--- src/pkg/csm_defines.svh ---
// Constants for the processor architectural state block
`ifndef CSM_DEFINES_SVH
`define CSM_DEFINES_SVH
`define CSM_OFS_PC 12'h000
`define CSM_OFS_PSW 12'h004
`define CSM_OFS_TBR 12'h008
`define CSM_OFS_RP 12'h00c
`define CSM_OFS_SSP 12'h010
`define CSM_OFS_USP 12'h014
`define CSM_OFS_MDH 12'h018
`define CSM_OFS_MDL 12'h01c
`define CSM_OFS_MODE 12'h020
`define CSM_OFS_STBY 12'h024
`define CSM_OFS_IRQ 12'h028
`define CSM_OFS_ALU 12'h02c
`define CSM_OFS_DIR 12'h030
`define CSM_OFS_GPR 12'h040
`define CSM_GPR_SEL 12'h080
`define CSM_PSW_MASK 32'h001f_033f
`define CSM_BIT_C 0
`define CSM_BIT_V 1
`define CSM_BIT_Z 2
`define CSM_BIT_N 3
`define CSM_BIT_I 4
`define CSM_BIT_S 5
`define CSM_BIT_T 8
`define CSM_ILM_LO 16
`define CSM_ILM_HI 20
`define CSM_ILM_RST 5'h0f
`define CSM_DIR_BYTE 32'h0000_00ff
`define CSM_DIR_HALF 32'h0000_01ff
`define CSM_DIR_WORD 32'h0000_03ff
`define CSM_SP_IDX 4'hf
`define CSM_OFS_R15 12'h07c
`define CSM_REG_RST 32'h0000_0000
`define CSM_ALU_A_HI 15
`define CSM_ALU_B_LO 16
`define CSM_ALU_B_HI 23
`define CSM_ALU_OP_LO 24
`define CSM_ALU_OP_HI 25
`define CSM_MD_EXT8 3'h0
`define CSM_MD_EXT16 3'h1
`define CSM_MD_INTVEC 3'h3
`define CSM_SZ_BYTE 2'h0
`define CSM_SZ_HALF 2'h1
`endif

--- src/pkg/csm_pkg.sv ---
// Types for the processor architectural state block
package csm_pkg;
	typedef enum logic [1:0] {CSM_ADD, CSM_SUB, CSM_LOGIC, CSM_NONE} csm_aluop_t;
	typedef enum logic [1:0] {CSM_EXT8, CSM_EXT16, CSM_PROHIB, CSM_INTVEC} csm_mode_t;
	typedef enum logic [1:0] {CSM_SB_ARMING, CSM_SB_READY, CSM_SB_ACTIVE} csm_sb_t;
endpackage

--- src/csm_flags.sv ---
// Condition flag computation for add, subtract and logic results
`include "csm_defines.svh"
module csm_flags
	import csm_pkg::*;
(
	input wire logic [31:0] op_a,
	input wire logic [31:0] op_b,
	input wire csm_aluop_t op,
	output logic [31:0] result,
	output logic [3:0] nzvc
);
	logic [32:0] sum;
	logic n, z, v, c;
	always_comb begin
		sum = 33'h0_0000_0000;
		v = 1'b0;
		c = 1'b0;
		case (op)
			CSM_ADD: begin
				sum = {1'b0, op_a} + {1'b0, op_b};
				c = sum[32];
				v = (op_a[31] == op_b[31]) && (sum[31] != op_a[31]);
			end
			CSM_SUB: begin
				sum = {1'b0, op_a} - {1'b0, op_b};
				c = sum[32];
				v = (op_a[31] != op_b[31]) && (sum[31] != op_a[31]);
			end
			CSM_LOGIC: begin
				sum = {1'b0, op_a & op_b};
			end
			default: begin
				sum = {1'b0, op_a};
			end
		endcase
		result = sum[31:0];
		n = sum[31];
		z = (sum[31:0] == 32'h0000_0000);
		nzvc = {n, z, v, c};
	end
endmodule

--- src/csm_regs.sv ---
// Architectural state registers with APB access
//
// Local design decisions: the APB register port and the address map.
`include "csm_defines.svh"
module csm_regs
	import csm_pkg::*;
(
	input wire logic sys_clk,
	input wire logic rst,
	input wire logic psel,
	input wire logic penable,
	input wire logic pwrite,
	input wire logic [11:0] paddr,
	input wire logic [31:0] pwdata,
	output logic [31:0] prdata,
	output logic pready,
	output logic pslverr,
	input wire logic hardware_standby_input_n,
	input wire logic [2:0] mode_select_pins,
	input wire logic irq_req,
	input wire logic [4:0] irq_level,
	input wire logic irq_user,
	output logic irq_accept,
	output logic standby,
	output logic trace_enable,
	output logic [31:0] program_counter,
	output logic [31:0] vector_table_base,
	output logic [1:0] bus_mode,
	output logic mode_prohibited
);
	//////////////////////////////////////////////////////////////////
	// Bus decode
	logic wr_en;
	logic rd_en;
	logic [31:0] pc_q;
	logic [31:0] psw_q;
	logic [31:0] tbr_q;
	logic [31:0] rp_q;
	logic [31:0] ssp_q;
	logic [31:0] usp_q;
	logic [31:0] mdh_q;
	logic [31:0] mdl_q;
	logic [31:0] gpr_q [0:14];
	logic [31:0] prdata_q;
	logic [31:0] alu_a_q;
	logic [31:0] alu_b_q;
	csm_aluop_t alu_op_q;
	logic [2:0] mode_q;
	logic [31:0] dir_q;
	logic [2:0] hst_sync_q;
	logic [2:0] md_sync1_q;
	logic [2:0] md_sync2_q;
	logic irq_sync1_q;
	logic irq_sync2_q;
	logic irq_accept_q;
	logic [4:0] lvl_sync1_q;
	logic [4:0] lvl_sync2_q;
	logic usr_sync1_q;
	logic usr_sync2_q;
	logic alu_wr_q;
	csm_sb_t sb_q;
	logic [31:0] alu_res;
	logic [3:0] alu_nzvc;
	logic err;

	assign wr_en = psel && penable && pwrite;
	assign rd_en = psel && penable && !pwrite;
	assign pready = psel && penable;

	function automatic logic mapped(input logic [11:0] a);
		mapped = (a[1:0] == 2'b00) && (a <= `CSM_OFS_DIR ||
			(a >= `CSM_OFS_GPR && a < `CSM_GPR_SEL));
	endfunction

	// General register index from byte address
	function automatic logic [3:0] gidx(input logic [11:0] a);
		logic [11:0] d;
		d = a - `CSM_OFS_GPR;
		gidx = d[5:2];
	endfunction

	// Register fifteen follows the selected stack pointer
	function automatic logic [31:0] r15(input logic [31:0] psw, input logic [31:0] s,
		input logic [31:0] u);
		r15 = psw[`CSM_BIT_S] ? u : s;
	endfunction

	// Write strobe for one register offset
	function automatic logic wr_at(input logic w, input logic [11:0] a,
		input logic [11:0] ofs);
		wr_at = w && (a == ofs);
	endfunction

	// Aligned address inside the general register window
	function automatic logic is_gpr(input logic [11:0] a);
		is_gpr = (a[1:0] == 2'b00) && (a >= `CSM_OFS_GPR) && (a < `CSM_GPR_SEL);
	endfunction

	assign err = pready && !mapped(paddr);
	assign pslverr = err;

	//////////////////////////////////////////////////////////////////
	// Pin synchronisers
	always_ff @(posedge sys_clk) begin
		hst_sync_q <= {hst_sync_q[1:0], hardware_standby_input_n};
	end

	always_ff @(posedge sys_clk) begin
		md_sync1_q <= mode_select_pins;
		md_sync2_q <= md_sync1_q;
	end

	always_ff @(posedge sys_clk) begin
		irq_sync1_q <= irq_req;
		irq_sync2_q <= irq_sync1_q;
	end

	always_ff @(posedge sys_clk) begin
		lvl_sync1_q <= irq_level;
		lvl_sync2_q <= lvl_sync1_q;
	end

	always_ff @(posedge sys_clk) begin
		usr_sync1_q <= irq_user;
		usr_sync2_q <= usr_sync1_q;
	end

	// Mode pins latched while reset is held
	always_ff @(posedge sys_clk) begin
		if (rst) begin
			mode_q <= md_sync2_q;
		end
	end

	always_comb begin
		case (mode_q)
			`CSM_MD_EXT8: bus_mode = CSM_EXT8;
			`CSM_MD_EXT16: bus_mode = CSM_EXT16;
			`CSM_MD_INTVEC: bus_mode = CSM_INTVEC;
			default: bus_mode = CSM_PROHIB;
		endcase
	end
	assign mode_prohibited = (bus_mode == CSM_PROHIB);

	//////////////////////////////////////////////////////////////////
	// Hardware standby: needs a high level after reset before a low counts
	always_ff @(posedge sys_clk) begin
		if (rst) begin
			sb_q <= CSM_SB_ARMING;
		end else begin
			case (sb_q)
				CSM_SB_ARMING: if (hst_sync_q[2]) sb_q <= CSM_SB_READY;
				CSM_SB_READY: if (!hst_sync_q[2]) sb_q <= CSM_SB_ACTIVE;
				CSM_SB_ACTIVE: if (hst_sync_q[2]) sb_q <= CSM_SB_READY;
				default: sb_q <= CSM_SB_ARMING;
			endcase
		end
	end
	assign standby = (sb_q == CSM_SB_ACTIVE);

	//////////////////////////////////////////////////////////////////
	// Flag computation
	csm_flags u_flags (
		.op_a(alu_a_q),
		.op_b(alu_b_q),
		.op(alu_op_q),
		.result(alu_res),
		.nzvc(alu_nzvc)
	);

	//////////////////////////////////////////////////////////////////
	// Program counter
	always_ff @(posedge sys_clk) begin
		if (rst) begin
			pc_q <= `CSM_REG_RST;
		end else if (wr_at(wr_en, paddr, `CSM_OFS_PC)) begin
			pc_q <= pwdata;
		end
	end

	// Vector table base
	always_ff @(posedge sys_clk) begin
		if (rst) begin
			tbr_q <= `CSM_REG_RST;
		end else if (wr_at(wr_en, paddr, `CSM_OFS_TBR)) begin
			tbr_q <= pwdata;
		end
	end

	// Return pointer
	always_ff @(posedge sys_clk) begin
		if (rst) begin
			rp_q <= `CSM_REG_RST;
		end else if (wr_at(wr_en, paddr, `CSM_OFS_RP)) begin
			rp_q <= pwdata;
		end
	end

	// System stack pointer, also register fifteen while S is clear
	always_ff @(posedge sys_clk) begin
		if (rst) begin
			ssp_q <= `CSM_REG_RST;
		end else if (wr_at(wr_en, paddr, `CSM_OFS_SSP)) begin
			ssp_q <= pwdata;
		end else if (wr_at(wr_en, paddr, `CSM_OFS_R15) && !psw_q[`CSM_BIT_S]) begin
			ssp_q <= pwdata;
		end
	end

	// User stack pointer, also register fifteen while S is set
	always_ff @(posedge sys_clk) begin
		if (rst) begin
			usp_q <= `CSM_REG_RST;
		end else if (wr_at(wr_en, paddr, `CSM_OFS_USP)) begin
			usp_q <= pwdata;
		end else if (wr_at(wr_en, paddr, `CSM_OFS_R15) && psw_q[`CSM_BIT_S]) begin
			usp_q <= pwdata;
		end
	end

	// Multiply/divide result, high part
	always_ff @(posedge sys_clk) begin
		if (rst) begin
			mdh_q <= `CSM_REG_RST;
		end else if (wr_at(wr_en, paddr, `CSM_OFS_MDH)) begin
			mdh_q <= pwdata;
		end
	end

	// Multiply/divide result, low part
	always_ff @(posedge sys_clk) begin
		if (rst) begin
			mdl_q <= `CSM_REG_RST;
		end else if (wr_at(wr_en, paddr, `CSM_OFS_MDL)) begin
			mdl_q <= pwdata;
		end
	end

	// Direct area access size
	always_ff @(posedge sys_clk) begin
		if (rst) begin
			dir_q <= `CSM_REG_RST;
		end else if (wr_at(wr_en, paddr, `CSM_OFS_DIR)) begin
			dir_q <= pwdata;
		end
	end

	// General registers 0..14 keep no reset value; unaligned writes are refused
	always_ff @(posedge sys_clk) begin
		if (wr_en && is_gpr(paddr) && gidx(paddr) != `CSM_SP_IDX) begin
			gpr_q[gidx(paddr)] <= pwdata;
		end
	end

	// Operand registers; operands sit at the top so sign, carry and overflow are reachable
	always_ff @(posedge sys_clk) begin
		if (rst) begin
			alu_a_q <= `CSM_REG_RST;
			alu_b_q <= `CSM_REG_RST;
			alu_op_q <= CSM_NONE;
		end else if (wr_at(wr_en, paddr, `CSM_OFS_ALU)) begin
			alu_a_q <= {pwdata[`CSM_ALU_A_HI:0], 16'h0000};
			alu_b_q <= {pwdata[`CSM_ALU_B_HI:`CSM_ALU_B_LO], 24'h00_0000};
			alu_op_q <= csm_aluop_t'(pwdata[`CSM_ALU_OP_HI:`CSM_ALU_OP_LO]);
		end
	end

	//////////////////////////////////////////////////////////////////
	// Status word; flag update from the unit after an operand write
	always_ff @(posedge sys_clk) begin
		if (rst) begin
			psw_q <= {11'h000, `CSM_ILM_RST, 16'h0000};
			alu_wr_q <= 1'b0;
		end else begin
			alu_wr_q <= wr_at(wr_en, paddr, `CSM_OFS_ALU);
			if (wr_at(wr_en, paddr, `CSM_OFS_PSW)) begin
				psw_q <= pwdata & `CSM_PSW_MASK;
			end else if (alu_wr_q && alu_op_q != CSM_NONE) begin
				psw_q[`CSM_BIT_N:`CSM_BIT_C] <= alu_nzvc;
			end
		end
	end

	assign trace_enable = psw_q[`CSM_BIT_T];
	assign program_counter = pc_q;
	assign vector_table_base = tbr_q;

	//////////////////////////////////////////////////////////////////
	// Interrupt acceptance against the live mask
	always_ff @(posedge sys_clk) begin
		if (rst) begin
			irq_accept_q <= 1'b0;
		end else begin
			irq_accept_q <= irq_sync2_q &&
				(lvl_sync2_q < psw_q[`CSM_ILM_HI:`CSM_ILM_LO]) &&
				(!usr_sync2_q || psw_q[`CSM_BIT_I]);
		end
	end
	assign irq_accept = irq_accept_q;

	//////////////////////////////////////////////////////////////////
	// Read data
	always_ff @(posedge sys_clk) begin
		if (rst) begin
			prdata_q <= 32'h0000_0000;
		end else if (psel && !penable && !pwrite) begin
			case (paddr)
				`CSM_OFS_PC: prdata_q <= pc_q;
				`CSM_OFS_PSW: prdata_q <= psw_q;
				`CSM_OFS_TBR: prdata_q <= tbr_q;
				`CSM_OFS_RP: prdata_q <= rp_q;
				`CSM_OFS_SSP: prdata_q <= ssp_q;
				`CSM_OFS_USP: prdata_q <= usp_q;
				`CSM_OFS_MDH: prdata_q <= mdh_q;
				`CSM_OFS_MDL: prdata_q <= mdl_q;
				`CSM_OFS_MODE: prdata_q <= {29'h0, mode_q};
				`CSM_OFS_STBY: prdata_q <= {30'h0, sb_q};
				`CSM_OFS_IRQ: prdata_q <= {31'h0, irq_accept_q};
				`CSM_OFS_ALU: prdata_q <= alu_res;
				// Direct area limit for the access size in bits 1:0
				`CSM_OFS_DIR: prdata_q <= (dir_q[1:0] == `CSM_SZ_BYTE) ? `CSM_DIR_BYTE :
					(dir_q[1:0] == `CSM_SZ_HALF) ? `CSM_DIR_HALF : `CSM_DIR_WORD;
				default: begin
					if (is_gpr(paddr)) begin
						prdata_q <= (gidx(paddr) == `CSM_SP_IDX) ?
							r15(psw_q, ssp_q, usp_q) : gpr_q[gidx(paddr)];
					end else begin
						prdata_q <= 32'h0000_0000;
					end
				end
			endcase
		end
	end
	assign prdata = rd_en ? prdata_q : 32'h0000_0000;
endmodule

--- config.mk ---
export PLATFORM = sky130hd
export DESIGN_NAME = csm_regs
export DESIGN_NICKNAME = d
export VERILOG_FILES = /design/src/pkg/csm_pkg.sv /design/src/csm_flags.sv /design/src/csm_regs.sv
export VERILOG_INCLUDE_DIRS = /design/src /design/src/pkg
export SDC_FILE = /design/constraint.sdc
export NUM_CORES = 1
export LEC_CHECK = 0
export ABC_CLOCK_PERIOD_IN_PS = 5440
export BUFFER_PORTS_ARGS = -buffer_cell sky130_fd_sc_hd__clkbuf_2
export CAP_MARGIN = 40
export CELL_PAD_IN_SITES_DETAIL_PLACEMENT = 1
export CELL_PAD_IN_SITES_GLOBAL_PLACEMENT = 1
export CORE_MARGIN = 2
export CORE_UTILIZATION = 50
export CTS_CLUSTER_DIAMETER = 30
export DETAILED_ROUTE_END_ITERATION = 8
export HOLD_SLACK_MARGIN = 0.1
export PLACE_DENSITY = 0.82
export SYNTH_ARGS = -nofsm -noshare
export SYNTH_HDL_FRONTEND = slang
export SYNTH_SLANG_ARGS = --single-unit
--- constraint.sdc ---
create_clock -name sys_clk -period 5.44 [get_ports sys_clk]
set_clock_uncertainty 0.05 [all_clocks]
set_input_delay 0.816 -clock sys_clk [delete_from_list [all_inputs] [get_ports sys_clk]]
set_output_delay 0.816 -clock sys_clk [all_outputs]
set_load 0.05 [all_outputs]
==> flow_metrics.py <==
metrics = {
    "floorplanning": {
        "ios": 164,
        "rows": 95,
        "dieWidth_microns": 263.6,
        "die_area_sq_um": 69490,
        "core-area_sq_um": 66920,
        "initial_core_util": 0.5035,
        "fp.dieH_microns": 263.6,
    },
    "grt": {
        "overflow": 0,
        "grt_pass1_vias": 27300,
        "grt.total_usage": 0.3634,
        "grt_pass1_wl_mm": 185.0,
        "grt_max_degree": 112,
        "antenna_found_initial": 10,
    },
    "sta": {
        "timing.setup.tns_ns": 0,
        "tightest_slew_ns": 0.9675,
        "fin_crit_ns": 4.260,
        "rsz0062_at_grt": "no",
        "max-slew-margin-rel": 0.3529,
        "report.final.slew_viol_count": 0,
        "hold_viol": 0,
        "clock.fmax_mhz": 234.7,
        "timing.hold.ws_ns": 0.1400,
        "finalSetupViolations": 0,
        "timing.final.crit_share": 0.7831,
    },
    "synth": {
        "synthTopCellsByArea": "edfxtp_1 (43%), dfxtp_1 (19%), mux4_2 (9.7%)",
        "yosys.area.top_type_share": 0.4304,
        "synth_warnings": 0,
        "synth_seq_cells": 807,
        "synth_top_area_cell": "edfxtp_1",
        "synth_seq_area_share": 0.6229,
        "avgSynthCellArea_sq_um": 12.39,
        "netlist_instances": 2720,
        "async_flop_share": 0,
        "synth_edf_count": 483,
        "netlist-cell-type-count": 75,
        "ys.flop_type": "edfxtp_1",
        "syn_nets": 2802,
        "syn-cell-area_sq_um": 33700,
    },
    "detailed_routing": {
        "wl_mm": 125.5,
        "route.detailed.drc": 0,
        "firstDrtPassIters": 6,
        "drt_iter0_drc": 3443,
        "vias": 25770,
        "antenna_left": 0,
        "avgRoutedWirePerCell_microns": 32.21,
        "via_per_inst": 6.616,
    },
    "outcome": {
        "status": "complete, no violations",
    },
    "finish": {
        "final_core_util": 0.6068,
        "instances_no_fill": 3895,
        "synthToLayoutAreaGrowth_pct": 20.50,
        "nFillCells": 6541,
        "finalNetCount": 2977,
        "drive_gt1_frac": 0.2279,
    },
    "clock_network": {
        "cts_tree": "built",
        "hold_buffers": 0,
        "cts_made_buffers": 152,
        "ctsResizeCount": 0,
        "clockBufferDepth": 3,
        "post-cts-setup-buffers": 0,
        "clk_pin_slew_worst_paths_ns": 0.05,
        "clock-root-buffer": "clkbuf_16",
        "cts_num_sinks": 807,
        "htreeDepth": 4,
        "clk_latency_ns": 0.75,
    },
    "min_path": {
        "hp-class": "input pin to register",
        "min_delay_path_depth": 1,
    },
    "setup_path": {
        "crit_path_cell_trace": "clkbuf_2, buf_4, nand2_1, nor3_1, o31a_1, clkbuf_2",
        "crit_fanout": 44,
        "worstPathRequired_ns": 4.57,
        "cp_num_cells": 6,
        "cpLargestDelayFamily": "simple AND/OR/NAND/NOR gates",
        "critical_path_class": "input pin to output pin",
        "cp_common_cell": "clkbuf_2",
        "crit_path_end_kind": "output pin",
        "ff2ff_path_depth": 9,
        "crit_path_top_delay_cell": "buf_4",
        "slowest_delay_ns": 0.71,
        "crit_buf_inv": 3,
        "start_kind": "input pin",
        "critPathArrivalTime_ns": 3.39,
    },
    "power_and_ir_drop": {
        "p_leak_nw": 13.82,
        "p_per_area_nw_per_um2": 409.1,
        "ir_drop_mv": 0.3142,
    },
    "place": {
        "dp_hpwl_mm": 73.34,
        "dp_cells": 3613,
        "gp_congestion": 0.9748,
        "numPortBuffers": 163,
    },
    "run": {
        "cap_violations": 0,
    },
}
[stage by stage]
| step | cell area [sq um] | total power [mW] | worst slack, ns |
|---|---|---|---|
| 6_report | 40600 | 16.61 | 1.180 |
| 5_1_grt | 40590 | 16.92 | 1.130 |
| 4_1_cts | 40570 | 16.63 | 1.310 |
| 3_5_place_dp | 35460 | 7.247 | 1.213 |
| 3_3_place_gp | 35340 | 7.224 | 1.334 |
| 2_1_floorplan | 33700 | 6.978 | 1.366 |
[cells in the mapped netlist, types with 24 or more instances]
| cell type | count |
|---|---|
| buf_2 | 73 |
| nand3_1 | 24 |
| a22oi_1 | 26 |
| a21oi_1 | 307 |
| mux2i_1 | 111 |
| nand2_1 | 592 |
| a211oi_1 | 27 |
| mux4_2 | 145 |
| and2_1 | 37 |
| nor2_1 | 93 |
| inv_1 | 24 |
| dfxtp_1 | 324 |
| clkbuf_1 | 111 |
| o21ai_0 | 87 |
| edfxtp_1 | 483 |
[kinds of logic after synthesis]
group | share of synthesized area
xor gates and xnor gates | 0.002339
and+or+nand+nor | 0.1051
buffers and inverters | 0.03256
adders and majority gates | 0.008615
muxes | 0.1336
DFF | 0.6229
AOI/OAI and AO/OA | 0.09487
[cell usage in the layout, fill, tap and decap left out, types with 9 or more instances in the layout]
cell type,instances
a211oi_1,27
a21oi_1,307
a221oi_1,15
a22oi_1,26
and2_1,36
buf_4,61
bufinv_16,16
clkbuf_1,20
clkbuf_16,152
clkbuf_2,159
clkbuf_8,11
clkinv_2,21
clkinv_4,11
clkinvlp_4,14
dfxtp_1,323
edfxtp_1,483
ha_1,20
inv_1,24
inv_6,13
mux2_2,11
mux2i_1,111
mux4_2,145
nand2_1,592
nand2b_1,10
nand3_1,24
nor2_1,77
nor2_4,15
nor2b_1,11
nor3_1,21
o211ai_1,9
o21ai_0,87
o22ai_1,17
[final cells by class]
| class | instances | area [sq um] | share of cell area |
|---|---|---|---|
| repair buffers | 234 | 1533 | 0.03775 |
| flip-flops and latches | 807 | 20990 | 0.5170 |
| clock buffers | 182 | 4016 | 0.09892 |
| inverters | 24 | 90.09 | 0.002219 |
| diodes | 7 | 17.52 | 0.0004314 |
| well taps | 873 | 1092 | 0.02690 |
| clock inverters | 92 | 1094 | 0.02693 |
| multi-input cells | 1676 | 11770 | 0.2899 |
[metal layers]
layer  vias to the layer above  track usage  wire, microns
li1                      10370            -              -
met3                       516      0.09849          13480
met5                         -            0             37
met4                         6       0.2202           7799
met2                      1872       0.5721          58940
met1                     13010       0.4497          45200
[power breakdown]
| group | total (mW) | switching, mW | internal [mW] |
|---|---|---|---|
| logic | 0.648 | 0.461 | 0.187 |
| clock network | 9.44 | 3.38 | 6.06 |
| registers | 6.52 | 0.0183 | 6.50 |
[final timing paths]
path | from | end | slack [ns]
min | mode_select_pins[0] | md_sync1_q[0] | 0.14
min reg2reg | lvl_sync1_q[2] | lvl_sync2_q[2] | 0.27
max reg2reg | alu_a_q[24] | prdata_q[26] | 2.06
max | paddr[5] | pslverr | 1.18
[sequential cells by signal, summed over array words and instances (netlist names), 5 cells and up]
register           flops
lvl_sync2_q            5
alu_b_q                8
program_counter       32
lvl_sync1_q            5
prdata_q              32
alu_a_q               16
ssp_q                 32
mdh_q                 32
psw_q                 13
rp_q                  32
gpr_q                480
mdl_q                 32
vector_table_base     32
usp_q                 32
Power figures use the tool's default switching activity.
